[config.mk]
export PLATFORM = sky130hd
export DESIGN_NAME = cmt_top
export DESIGN_NICKNAME = d
export VERILOG_FILES = /design/src/rtl/cmt_pkg.sv /design/src/rtl/cmt_top.sv
export SDC_FILE = /design/constraint.sdc
export NUM_CORES = 1
export LEC_CHECK = 0
export BUFFER_PORTS_ARGS = -buffer_cell sky130_fd_sc_hd__buf_4
export CAP_MARGIN = 20
export CORE_ASPECT_RATIO = 0.6
export CORE_MARGIN = 5
export CORE_UTILIZATION = 61
export DETAILED_ROUTE_END_ITERATION = 10
export GPL_ROUTABILITY_DRIVEN = 0
export PLACE_DENSITY_LB_ADDON = 0.15
export SYNTH_ARGS = -nofsm -noshare
export SYNTH_HDL_FRONTEND = slang
export SYNTH_SLANG_ARGS = --single-unit
[constraint.sdc]
create_clock -name CLK -period 5.8 [get_ports CLK]
set_input_delay 1.16 -clock CLK [delete_from_list [all_inputs] [get_ports CLK]]
set_output_delay 1.16 -clock CLK [all_outputs]
set_load 0.02 [all_outputs]
[src/rtl/cmt_pkg.sv]
// Package for the compare match timer: register offsets, field layouts,
// clock-select encodings and the sub-clock timing counts.
// Assumes a 32-bit AXI4-Lite register bus with one byte per aligned word.
`default_nettype none

package cmt_pkg;

    // Register byte offsets
    localparam logic [7:0] OFS_CTRL     = 8'h00;
    localparam logic [7:0] OFS_STATUS   = 8'h04;
    localparam logic [7:0] OFS_CNT_HIGH = 8'h08;
    localparam logic [7:0] OFS_CNT_LOW  = 8'h0C;
    localparam logic [7:0] OFS_CMP_HIGH = 8'h10;
    localparam logic [7:0] OFS_CMP_LOW  = 8'h14;
    localparam logic [7:0] OFS_IRQ_EN   = 8'h18;
    localparam logic [7:0] OFS_IRQ_REQ  = 8'h1C;

    // Reset values and the all-ones byte
    localparam logic [7:0] CTRL_RESET   = 8'h00;
    localparam logic [7:0] STATUS_RESET = 8'h00;
    localparam logic [7:0] CNT_RESET    = 8'h00;
    localparam logic [7:0] CMP_RESET    = 8'hFF;
    localparam logic [7:0] BYTE_MAX     = 8'hFF;

    // Clock-select source codes (low two bits of each field)
    localparam logic [1:0] SRC_DIV32    = 2'h0;
    localparam logic [1:0] SRC_DIV16    = 2'h1;
    localparam logic [1:0] SRC_DIV4     = 2'h2;
    localparam logic [1:0] SRC_SUB_DIV4 = 2'h3;

    // Sub-clock timing in sub-clock cycles
    localparam logic [1:0] SUB_DIVIDE   = 2'h3;  // Divide by 4: terminal count
    localparam logic [1:0] EVENT_HOLD   = 2'h2;  // Overflow/match signal width
    localparam logic [1:0] IRQ_HOLD     = 2'h1;  // Interrupt source signal width

    // Bus responses
    localparam logic [1:0] RESP_OKAY    = 2'h0;
    localparam logic [1:0] RESP_DECERR  = 2'h3;

    // Timer control register layout
    typedef struct packed {
        logic       high_output_level;
        logic [2:0] high_clock_sel;   // Top bit selects dual 8-bit mode
        logic       low_output_level;
        logic [2:0] low_clock_sel;
    } cmt_ctrl_type;

    // Timer status register layout
    typedef struct packed {
        logic high_overflow_flag;
        logic high_match_flag;
        logic high_overflow_irq_en;
        logic high_clear_on_match;
        logic low_overflow_flag;
        logic low_match_flag;
        logic low_overflow_irq_en;
        logic low_clear_on_match;
    } cmt_status_type;

    // Prescaler tick bundle, one-cycle pulses on CLK
    typedef struct packed {
        logic div32;
        logic div16;
        logic div4;
    } cmt_ticks_type;

endpackage : cmt_pkg

`default_nettype wire

[src/rtl/cmt_top.sv]
// Compare match timer: one 16-bit or two 8-bit up-counters with compare,
// overflow, toggle outputs, interrupt request pulses and an AXI4-Lite slave.
// Assumes prescaler ticks on CLK and a raw asynchronous sub-clock pin.
//
// Our own choices: the register offsets and register access over AXI4-Lite.
`default_nettype none

module cmt_top (
    input  wire logic                   CLK,
    input  wire logic                   RST,
    input  wire cmt_pkg::cmt_ticks_type PRESCALE_TICK,
    input  wire logic                   SUB_CLOCK,
    input  wire logic                   SUB_ACTIVE,
    input  wire logic [7:0]             AWADDR,
    input  wire logic                   AWVALID,
    output logic                        AWREADY,
    input  wire logic [31:0]            WDATA,
    input  wire logic [3:0]             WSTRB,
    input  wire logic                   WVALID,
    output logic                        WREADY,
    output logic [1:0]                  BRESP,
    output logic                        BVALID,
    input  wire logic                   BREADY,
    input  wire logic [7:0]             ARADDR,
    input  wire logic                   ARVALID,
    output logic                        ARREADY,
    output logic [31:0]                 RDATA,
    output logic [1:0]                  RRESP,
    output logic                        RVALID,
    input  wire logic                   RREADY,
    output logic                        HIGH_TOGGLE_PIN,
    output logic                        LOW_TOGGLE_PIN,
    output logic                        HIGH_IRQ,
    output logic                        LOW_IRQ
);
    import cmt_pkg::*;

    cmt_ctrl_type   timer_control_reg;
    cmt_status_type timer_status_reg;
    logic [7:0]     aw_addr;
    logic [7:0]     w_data;
    logic           w_strb;
    logic           aw_full;
    logic           w_full;
    logic           next_aw_full;
    logic           next_w_full;
    logic           wr_do;
    logic           rd_do;
    logic [7:0]     rd_byte;
    logic           rd_hit;
    logic           wr_hit;
    logic           wr_byte;
    logic [7:0]     hold_byte;
    logic [7:0]     counter_high_byte;
    logic [7:0]     counter_low_byte;
    logic [7:0]     compare_high_byte;
    logic [7:0]     compare_low_byte;
    logic [1:0]     interrupt_enable_reg;
    logic [1:0]     irq_request_flag;
    logic [1:0]     match_flag;
    logic [1:0]     overflow_flag;
    logic [1:0]     seen_match;
    logic [1:0]     seen_overflow;
    logic [1:0]     seen_request;
    logic           sub_meta;
    logic           sub_sync;
    logic           sub_last;
    logic           sub_edge;
    logic [1:0]     sub_div;
    logic           sub_tick;
    logic           dual_mode;
    logic           tick_low;
    logic           tick_high;
    logic [1:0]     sel_src [2];
    logic [1:0]     cnt_wr;
    logic [1:0]     cmp_commit;
    logic [1:0]     match_ev;
    logic [1:0]     overflow_ev;
    logic [1:0]     irq_ev;
    logic [1:0]     clear_on_match;
    logic [1:0]     ovf_irq_en;
    logic [1:0]     out_level;
    logic [1:0]     write_blocked;
    logic [1:0]     pin;
    logic [1:0]     irq_pulse;
    logic [1:0]     ctrl_wr;
    logic           status_wr;
    logic           request_wr;

    assign dual_mode  = timer_control_reg.high_clock_sel[2];
    assign sel_src[0] = timer_control_reg.low_clock_sel[1:0];
    assign sel_src[1] = timer_control_reg.high_clock_sel[1:0];

    // Source picker; in sub-clock active mode only the sub-clock can count
    function automatic logic pick_tick(input logic [1:0] sel, input cmt_ticks_type pre,
                                       input logic sub, input logic sub_mode);
        logic t;
        t = 1'b0;
        unique case (sel)
            SRC_DIV32:    t = pre.div32;
            SRC_DIV16:    t = pre.div16;
            SRC_DIV4:     t = pre.div4;
            SRC_SUB_DIV4: t = sub;
        endcase
        return sub_mode ? (sel == SRC_SUB_DIV4) & t : t;
    endfunction : pick_tick

    // Sub-clock pin synchroniser; costs up to one CLK period of count error
    always_ff @(posedge CLK) begin
        if (RST) begin
            sub_meta <= 1'b0;
            sub_sync <= 1'b0;
            sub_last <= 1'b0;
        end else begin
            sub_meta <= SUB_CLOCK;
            sub_sync <= sub_meta;
            sub_last <= sub_sync;
        end
    end

    assign sub_edge = sub_sync & ~sub_last;

    always_ff @(posedge CLK) begin
        if (RST) begin
            sub_div <= 2'h0;
        end else if (sub_edge) begin
            sub_div <= sub_div + 2'h1;
        end
    end

    assign sub_tick = sub_edge & (sub_div == SUB_DIVIDE);

    // counter clocks; in 16-bit mode the low field drives both
    assign tick_low  = pick_tick(sel_src[0], PRESCALE_TICK, sub_tick, SUB_ACTIVE);
    assign tick_high = dual_mode ? pick_tick(sel_src[1], PRESCALE_TICK, sub_tick, SUB_ACTIVE)
                                 : tick_low;

    // AXI write channel bookkeeping; address and data accepted in any order
    always_comb begin
        next_aw_full = aw_full;
        next_w_full  = w_full;
        if (AWVALID && AWREADY) begin
            next_aw_full = 1'b1;
        end
        if (WVALID && WREADY) begin
            next_w_full = 1'b1;
        end
        if (wr_do) begin
            next_aw_full = 1'b0;
            next_w_full  = 1'b0;
        end
    end

    assign wr_do = aw_full & w_full & ~BVALID;
    assign rd_do = ARVALID & ARREADY;

    always_ff @(posedge CLK) begin
        if (RST) begin
            aw_full <= 1'b0;
            w_full  <= 1'b0;
            AWREADY <= 1'b0;
            WREADY  <= 1'b0;
            aw_addr <= 8'h00;
            w_data  <= 8'h00;
            w_strb  <= 1'b0;
        end else begin
            aw_full <= next_aw_full;
            w_full  <= next_w_full;
            AWREADY <= ~next_aw_full;
            WREADY  <= ~next_w_full;
            if (AWVALID && AWREADY) begin
                aw_addr <= AWADDR;
            end
            if (WVALID && WREADY) begin
                w_data <= WDATA[7:0];
                w_strb <= WSTRB[0];
            end
        end
    end

    // Write response rises on the same edge as the register update
    always_ff @(posedge CLK) begin
        if (RST) begin
            BVALID <= 1'b0;
            BRESP  <= RESP_OKAY;
        end else if (wr_do) begin
            BVALID <= 1'b1;
            BRESP  <= wr_hit ? RESP_OKAY : RESP_DECERR;
        end else if (BREADY) begin
            BVALID <= 1'b0;
        end
    end

    assign wr_hit  = (aw_addr[7:5] == 3'h0) && (aw_addr[1:0] == 2'h0);
    assign wr_byte = wr_do & wr_hit & w_strb;

    assign ctrl_wr[0] = wr_byte & (aw_addr == OFS_CTRL);
    assign ctrl_wr[1] = ctrl_wr[0];
    assign status_wr  = wr_byte & (aw_addr == OFS_STATUS);
    assign request_wr = wr_byte & (aw_addr == OFS_IRQ_REQ);

    // full-speed counter writes are lost while the sub-clock drives the half
    assign write_blocked[0] = ~SUB_ACTIVE & (sel_src[0] == SRC_SUB_DIV4);
    assign write_blocked[1] = ~SUB_ACTIVE & (sel_src[dual_mode ? 1 : 0] == SRC_SUB_DIV4);

    // 16-bit mode commits both bytes on the low-byte write
    assign cnt_wr[0] = wr_byte & (aw_addr == OFS_CNT_LOW) & ~write_blocked[0];
    assign cnt_wr[1] = wr_byte & ~write_blocked[1]
                     & (dual_mode ? (aw_addr == OFS_CNT_HIGH) : (aw_addr == OFS_CNT_LOW));
    assign cmp_commit[0] = wr_byte & (aw_addr == OFS_CMP_LOW);
    assign cmp_commit[1] = wr_byte
                         & (dual_mode ? (aw_addr == OFS_CMP_HIGH) : (aw_addr == OFS_CMP_LOW));

    // Register read mux; all bytes sit in the low lane
    always_comb begin
        rd_hit  = (ARADDR[7:5] == 3'h0) && (ARADDR[1:0] == 2'h0);
        rd_byte = 8'h00;
        unique case (ARADDR)
            OFS_CTRL:     rd_byte = timer_control_reg;
            OFS_STATUS:   rd_byte = timer_status_reg;
            OFS_CNT_HIGH: rd_byte = counter_high_byte;
            OFS_CNT_LOW:  rd_byte = dual_mode ? counter_low_byte : hold_byte;
            OFS_CMP_HIGH: rd_byte = compare_high_byte;
            OFS_CMP_LOW:  rd_byte = compare_low_byte;
            OFS_IRQ_EN:   rd_byte = {6'h00, interrupt_enable_reg};
            OFS_IRQ_REQ:  rd_byte = {6'h00, irq_request_flag};
            default:      rd_byte = 8'h00;
        endcase
    end

    always_ff @(posedge CLK) begin
        if (RST) begin
            ARREADY <= 1'b0;
            RVALID  <= 1'b0;
            RDATA   <= 32'h0000_0000;
            RRESP   <= RESP_OKAY;
        end else if (rd_do) begin
            ARREADY <= 1'b0;
            RVALID  <= 1'b1;
            RDATA   <= {24'h00_0000, rd_byte};
            RRESP   <= rd_hit ? RESP_OKAY : RESP_DECERR;
        end else if (RVALID && RREADY) begin
            ARREADY <= 1'b1;
            RVALID  <= 1'b0;
        end else if (!RVALID) begin
            ARREADY <= 1'b1;
        end
    end

    // holding byte: high write parks data, high counter read latches low
    always_ff @(posedge CLK) begin
        if (RST) begin
            hold_byte <= 8'h00;
        end else if (rd_do && ARADDR == OFS_CNT_HIGH) begin
            hold_byte <= counter_low_byte;
        end else if (wr_byte && (aw_addr == OFS_CNT_HIGH || aw_addr == OFS_CMP_HIGH)) begin
            hold_byte <= w_data;
        end
    end

    // Control, enables and configuration bits
    always_ff @(posedge CLK) begin
        if (RST) begin
            timer_control_reg    <= CTRL_RESET;
            interrupt_enable_reg <= 2'h0;
            clear_on_match       <= 2'h0;
            ovf_irq_en           <= 2'h0;
        end else begin
            if (ctrl_wr[0]) begin
                timer_control_reg <= w_data;
            end
            if (wr_byte && aw_addr == OFS_IRQ_EN) begin
                interrupt_enable_reg <= w_data[1:0];
            end
            if (status_wr) begin
                clear_on_match <= {w_data[4], w_data[0]};
                ovf_irq_en     <= {w_data[5], w_data[1]};
            end
        end
    end

    assign out_level = {timer_control_reg.high_output_level, timer_control_reg.low_output_level};

    // compare bytes; the committed write kills that cycle's match
    always_ff @(posedge CLK) begin
        if (RST) begin
            compare_high_byte <= CMP_RESET;
            compare_low_byte  <= CMP_RESET;
        end else begin
            if (cmp_commit[1]) begin
                compare_high_byte <= dual_mode ? w_data : hold_byte;
            end
            if (cmp_commit[0]) begin
                compare_low_byte <= w_data;
            end
        end
    end

    // events only on a counter tick, leaving the matching value
    // low byte conditions also evaluated in 16-bit mode
    assign match_ev[0]    = tick_low & (counter_low_byte == compare_low_byte) & ~cmp_commit[0];
    // overflow dropped when the byte is written
    assign overflow_ev[0] = tick_low & (counter_low_byte == BYTE_MAX) & ~cnt_wr[0];
    // full 16-bit compare or high byte alone
    assign match_ev[1]    = tick_high & ~cmp_commit[1] & ~(~dual_mode & cmp_commit[0])
                          & (counter_high_byte == compare_high_byte)
                          & (dual_mode | (counter_low_byte == compare_low_byte));
    assign overflow_ev[1] = tick_high & ~cnt_wr[1] & ~(~dual_mode & cnt_wr[0])
                          & (counter_high_byte == BYTE_MAX)
                          & (dual_mode | (counter_low_byte == BYTE_MAX));

    // Counter halves; a write beats the increment
    always_ff @(posedge CLK) begin
        if (RST) begin
            counter_low_byte  <= CNT_RESET;
            counter_high_byte <= CNT_RESET;
        end else begin
            if (cnt_wr[0]) begin
                counter_low_byte <= w_data;
            // clear on match, 16-bit mode uses the high enable
            end else if (tick_low && (dual_mode ? match_ev[0] & clear_on_match[0]
                                                : match_ev[1] & clear_on_match[1])) begin
                counter_low_byte <= CNT_RESET;
            end else if (tick_low) begin
                counter_low_byte <= counter_low_byte + 8'h01;
            end
            if (cnt_wr[1]) begin
                counter_high_byte <= dual_mode ? w_data : hold_byte;
            end else if (tick_high && match_ev[1] && clear_on_match[1]) begin
                counter_high_byte <= CNT_RESET;
            // carry from the low byte in 16-bit mode
            end else if (tick_high && (dual_mode || counter_low_byte == BYTE_MAX)) begin
                counter_high_byte <= counter_high_byte + 8'h01;
            end
        end
    end

    assign irq_ev = interrupt_enable_reg & (match_ev | (overflow_ev & ovf_irq_en));

    // Per-half flags, pins and interrupt pulses; index 0 low, 1 high
    for (genvar i = 0; i < 2; i++) begin : g_half
        logic [1:0] hold_cnt;
        logic [1:0] irq_win;
        logic       stretch;

        // stretch only with sub-clock source at full speed
        assign stretch = ~SUB_ACTIVE & (sel_src[dual_mode ? i : 0] == SRC_SUB_DIV4);

        // validity windows counted in sub-clock cycles
        always_ff @(posedge CLK) begin
            if (RST) begin
                hold_cnt <= 2'h0;
                irq_win  <= 2'h0;
            end else begin
                if ((match_ev[i] || overflow_ev[i]) && stretch) begin
                    hold_cnt <= EVENT_HOLD;
                end else if (sub_edge && hold_cnt != 2'h0) begin
                    hold_cnt <= hold_cnt - 2'h1;
                end
                if (irq_ev[i] && stretch) begin
                    irq_win <= IRQ_HOLD;
                end else if (sub_edge && irq_win != 2'h0) begin
                    irq_win <= irq_win - 2'h1;
                end
            end
        end

        // status flags: set wins, clear needs read-as-one
        always_ff @(posedge CLK) begin
            if (RST) begin
                match_flag[i]    <= 1'b0;
                overflow_flag[i] <= 1'b0;
                seen_match[i]    <= 1'b0;
                seen_overflow[i] <= 1'b0;
            end else begin
                if (rd_do && ARADDR == OFS_STATUS) begin
                    seen_match[i]    <= match_flag[i];
                    seen_overflow[i] <= overflow_flag[i];
                end
                if (match_ev[i]) begin
                    match_flag[i] <= 1'b1;
                end else if (status_wr && !w_data[2 + 4 * i] && seen_match[i]
                             && hold_cnt == 2'h0) begin
                    match_flag[i] <= 1'b0;
                    seen_match[i] <= 1'b0;
                end
                if (overflow_ev[i]) begin
                    overflow_flag[i] <= 1'b1;
                end else if (status_wr && !w_data[3 + 4 * i] && seen_overflow[i]
                             && hold_cnt == 2'h0) begin
                    overflow_flag[i] <= 1'b0;
                    seen_overflow[i] <= 1'b0;
                end
            end
        end

        // request flag re-sets while its source pulse is valid
        always_ff @(posedge CLK) begin
            if (RST) begin
                irq_request_flag[i] <= 1'b0;
                seen_request[i]     <= 1'b0;
            end else begin
                if (rd_do && ARADDR == OFS_IRQ_REQ) begin
                    seen_request[i] <= irq_request_flag[i];
                end
                if (irq_ev[i] || irq_win != 2'h0) begin
                    irq_request_flag[i] <= 1'b1;
                end else if (request_wr && !w_data[i] && seen_request[i]) begin
                    irq_request_flag[i] <= 1'b0;
                    seen_request[i]     <= 1'b0;
                end
            end
        end

        // control write wins over a coincident toggle
        always_ff @(posedge CLK) begin
            if (RST) begin
                pin[i] <= 1'b0;
            end else if (ctrl_wr[i]) begin
                pin[i] <= w_data[3 + 4 * i];
            end else if (match_ev[i]) begin
                pin[i] <= ~pin[i];
            end
        end

        always_ff @(posedge CLK) begin
            if (RST) begin
                irq_pulse[i] <= 1'b0;
            end else begin
                irq_pulse[i] <= irq_ev[i];
            end
        end
    end

    // Status byte as software sees it
    always_comb begin
        timer_status_reg                      = STATUS_RESET;
        timer_status_reg.high_overflow_flag   = overflow_flag[1];
        timer_status_reg.high_match_flag      = match_flag[1];
        timer_status_reg.high_overflow_irq_en = ovf_irq_en[1];
        timer_status_reg.high_clear_on_match  = clear_on_match[1];
        timer_status_reg.low_overflow_flag    = overflow_flag[0];
        timer_status_reg.low_match_flag       = match_flag[0];
        timer_status_reg.low_overflow_irq_en  = ovf_irq_en[0];
        timer_status_reg.low_clear_on_match   = clear_on_match[0];
    end

    // Low pin still toggles in 16-bit mode; its level is not meaningful there
    assign HIGH_TOGGLE_PIN = pin[1];
    assign LOW_TOGGLE_PIN  = pin[0];
    assign HIGH_IRQ        = irq_pulse[1];
    assign LOW_IRQ         = irq_pulse[0];

endmodule : cmt_top

`default_nettype wire

==> impl_metrics.py <==
metrics = {
    "logic_synthesis": {
        "yosysSeqAreaShare_pct": 38.2,
        "ys.flop_type": "dfxtp_1",
        "cell_area_after_technology_mapping_um2": 6130,
        "syn_area_per_cell_um2": 8.14,
        "synth_edf_count": 0,
        "yosysWarnings": 0,
        "post-synth-top-area-cell": "dfxtp_1",
        "synth_seq_cells": 117,
        "synthDominantCellAreaShare_pct": 38.2,
        "synth.area.top_cells": "dfxtp_1, nand2_1, a21oi_1",
        "netlist_instances": 753,
        "synth_cell_types": 73,
        "async_flop_share_pct": 0,
        "yosys-top-cells-count": "nand2_1, dfxtp_1, a21oi_1, nor2_1, nand3_1",
        "synthMostInstantiatedCell": "nand2_1",
    },
    "global_route": {
        "first_pass_grt_wire_length_mm": 28.9,
        "grt_overflow": 0,
        "grt_pass1_vias": 5506,
        "total_routing_resource_utilization_after_global_routing_pct": 30.4,
        "grt_antenna_before_repair": 0,
        "grt_max_degree": 76,
    },
    "route": {
        "detailedRoute.firstPassIterationCount": 6,
        "routed_wirelength_mm": 18.4,
        "drtIter0Drc": 636,
        "routed_via_density": 6.25,
        "vias": 5865,
        "antenna_left": 0,
        "drt_wl_cell_um": 19.6,
        "drc": 0,
    },
    "die": {
        "core_region_area_um2": 9840,
        "die-width_um": 139,
        "io_pins": 109,
        "fp.dieArea_um2": 12200,
        "floorplan.die.height_um": 87.7,
        "starting_density_of_the_core_pct": 62.3,
        "placement_rows": 28,
    },
    "final_layout": {
        "num-nets-final": 861,
        "antennaDiodeCount": 0,
        "multiInputGateArea_um2": 3420,
        "finish.utilization_pct": 72.5,
        "final_layout_size_suffix_gt1_share_pct": 15.8,
        "layout.filler_cells": 732,
        "area.sequential_um2": 2340,
        "areaGrowthSynthToFinish_pct": 16.4,
    },
    "clock_network": {
        "cts_htree_levels": 4,
        "root_buffer_cell": "clkbuf_16",
        "insertion_delay_ps": 420,
        "clockBufferDepth": 2,
        "tritoncts": "yes",
        "cts_setup_buffers": 0,
        "cts_resized": 0,
        "tritoncts.num_buffers": 17,
        "cts-hold-fix-buffers": 0,
        "sink_count_of_the_clock_tree": 117,
        "clk_transition_reported_paths_ps": 60,
    },
    "timing": {
        "report.final.hold_viol_count": 0,
        "fmaxAchievable_mhz": 289,
        "setup_tns_ps": 0,
        "worstMarginPinSlew_ps": 1080,
        "maxSlewHeadroom_pct": 26.9,
        "final_min_period_over_clock_period_pct": 59.6,
        "finClkSkew_ps": 7.02,
        "maxSlewViolCount": 0,
        "finalSetupViolCount": 0,
        "rsz0062_at_grt": "no",
        "post-route-min-period_ps": 3460,
    },
    "worst_hold_path": {
        "holdPathStages": 1,
        "worst_hold_check_path_type": "reg2reg",
        "hold_path_startpoint": "sub_meta",
    },
    "power": {
        "ir_drop_mv": 0.271,
        "pwr_density_cell_nw_per_um2": 299,
        "cellLeakagePower_nw": 2.75,
    },
    "outcome": {
        "outcome": "finished, final reports clean",
    },
    "worst_setup_path": {
        "worstPathMaxFanout": 10,
        "startpoint_type": "input pin",
        "worstSetupEndpointType": "flip-flop",
        "critPathRequiredTime_ps": 6120,
        "timing.critical_path.cells": "buf_4 > or4_1 > or3_1 > nor2b_1 > nand2_1 > mux2i_1 > a311oi_1",
        "critical_path_arrival_ps": 3780,
        "timing.rr.start": "counter_low_byte[0]",
        "startpoint": "ARADDR[0]",
        "reg2regPathDepth": 7,
        "worst_path_max_delay_cell": "nor2b_1",
        "timing_worst_setup_path_type": "in2reg",
        "critical_path.max_stage_delay_ps": 660,
    },
    "flow_run": {
        "max_cap_viol_count": 0,
    },
    "place": {
        "dp_hpwl_mm": 13.0,
        "io_buffer_count": 57,
    },
}
placed cells by master (no fill, tap or decap), types with 5 or more instances in the layout:
cell and count:
xnor2_1 23, dfxtp_1 117, inv_1 21, mux2i_1 27
mux2_2 6, buf_4 62, a22o_1 8, nand3_1 36
nand2_1 118, and3_1 8, nand2b_1 5, conb_1 24
o21ai_0 13, a21oi_1 59, o21a_1 5, a22oi_1 19
and2_1 8, nand4_1 6, nor3_1 15, nor4_1 7
o211ai_1 8, nor2b_1 11, bufinv_16 5, o2bb2ai_1 6
nor2_1 58, clkbuf_16 17, ha_1 7, a211oi_1 12
a31oi_1 7, or2_2 5
final cells by class:
type,count,share of cell area (%)
sequential,117,32.8
multi-input combinational,570,47.9
tap,135,2.37
clock buffer,19,6.35
inverter,22,1.16
timing repair buffer,62,6.52
clock inverter,13,2.86
path summary, 6_finish.rpt:
kind / end / slack [ps]
max reg2reg: g_half[1].hold_cnt[0] / 2610
min: sub_sync / 450
max: seen_overflow[0] / 2340
min reg2reg: sub_sync / 450
cell families after synthesis:
kind of cell	synth area share, %
other	0.0612
adder cells (fa/ha/maj)	1.43
multiplexers	5.51
buffers and inverters	7.45
AND/OR/NAND/NOR	24.3
AO/OA/AOI/OAI	19.2
XOR/XNOR	3.86
flip-flops	38.2
metrics by stage:
| step | std cells | instance area (µm²) | worst slack (ps) | hold WS, ps | power [mW] |
|---|---|---|---|---|---|
| after detailed placement | 906 | 6480 | 2050 | 427 | 0.972 |
| after CTS | 938 | 7140 | 2420 | 452 | 2.13 |
| after floorplan | 776 | 6220 | 2840 | 414 | 0.937 |
| after global placement | 906 | 6480 | 2140 | 421 | 0.968 |
| after global routing | 938 | 7140 | 2220 | 472 | 2.19 |
| final | 938 | 7140 | 2340 | 448 | 2.13 |
report_power, final:
part,internal (mW),total (mW),leakage [nW],switching (mW)
combinational,0.0422,0.120,1.49,0.0781
clock,0.782,1.18,0.311,0.393
sequential,0.817,0.839,0.947,0.0214
total,1.64,2.13,2.75,0.493
critical path: cells and delay by family:
kind	cells	cell delay (ps)
simple gates	4	2050
buf+inv	1	110
compound gates	1	260
mux	1	200
metal layers:
layer	part of all wire, %	GRT usage [%]
met2	42	45.5
met5	0	1.88
met1	41	41.3
met4	2.9	13.3
met3	14	8.24
Note: power is estimated with default switching activity, not from simulation.
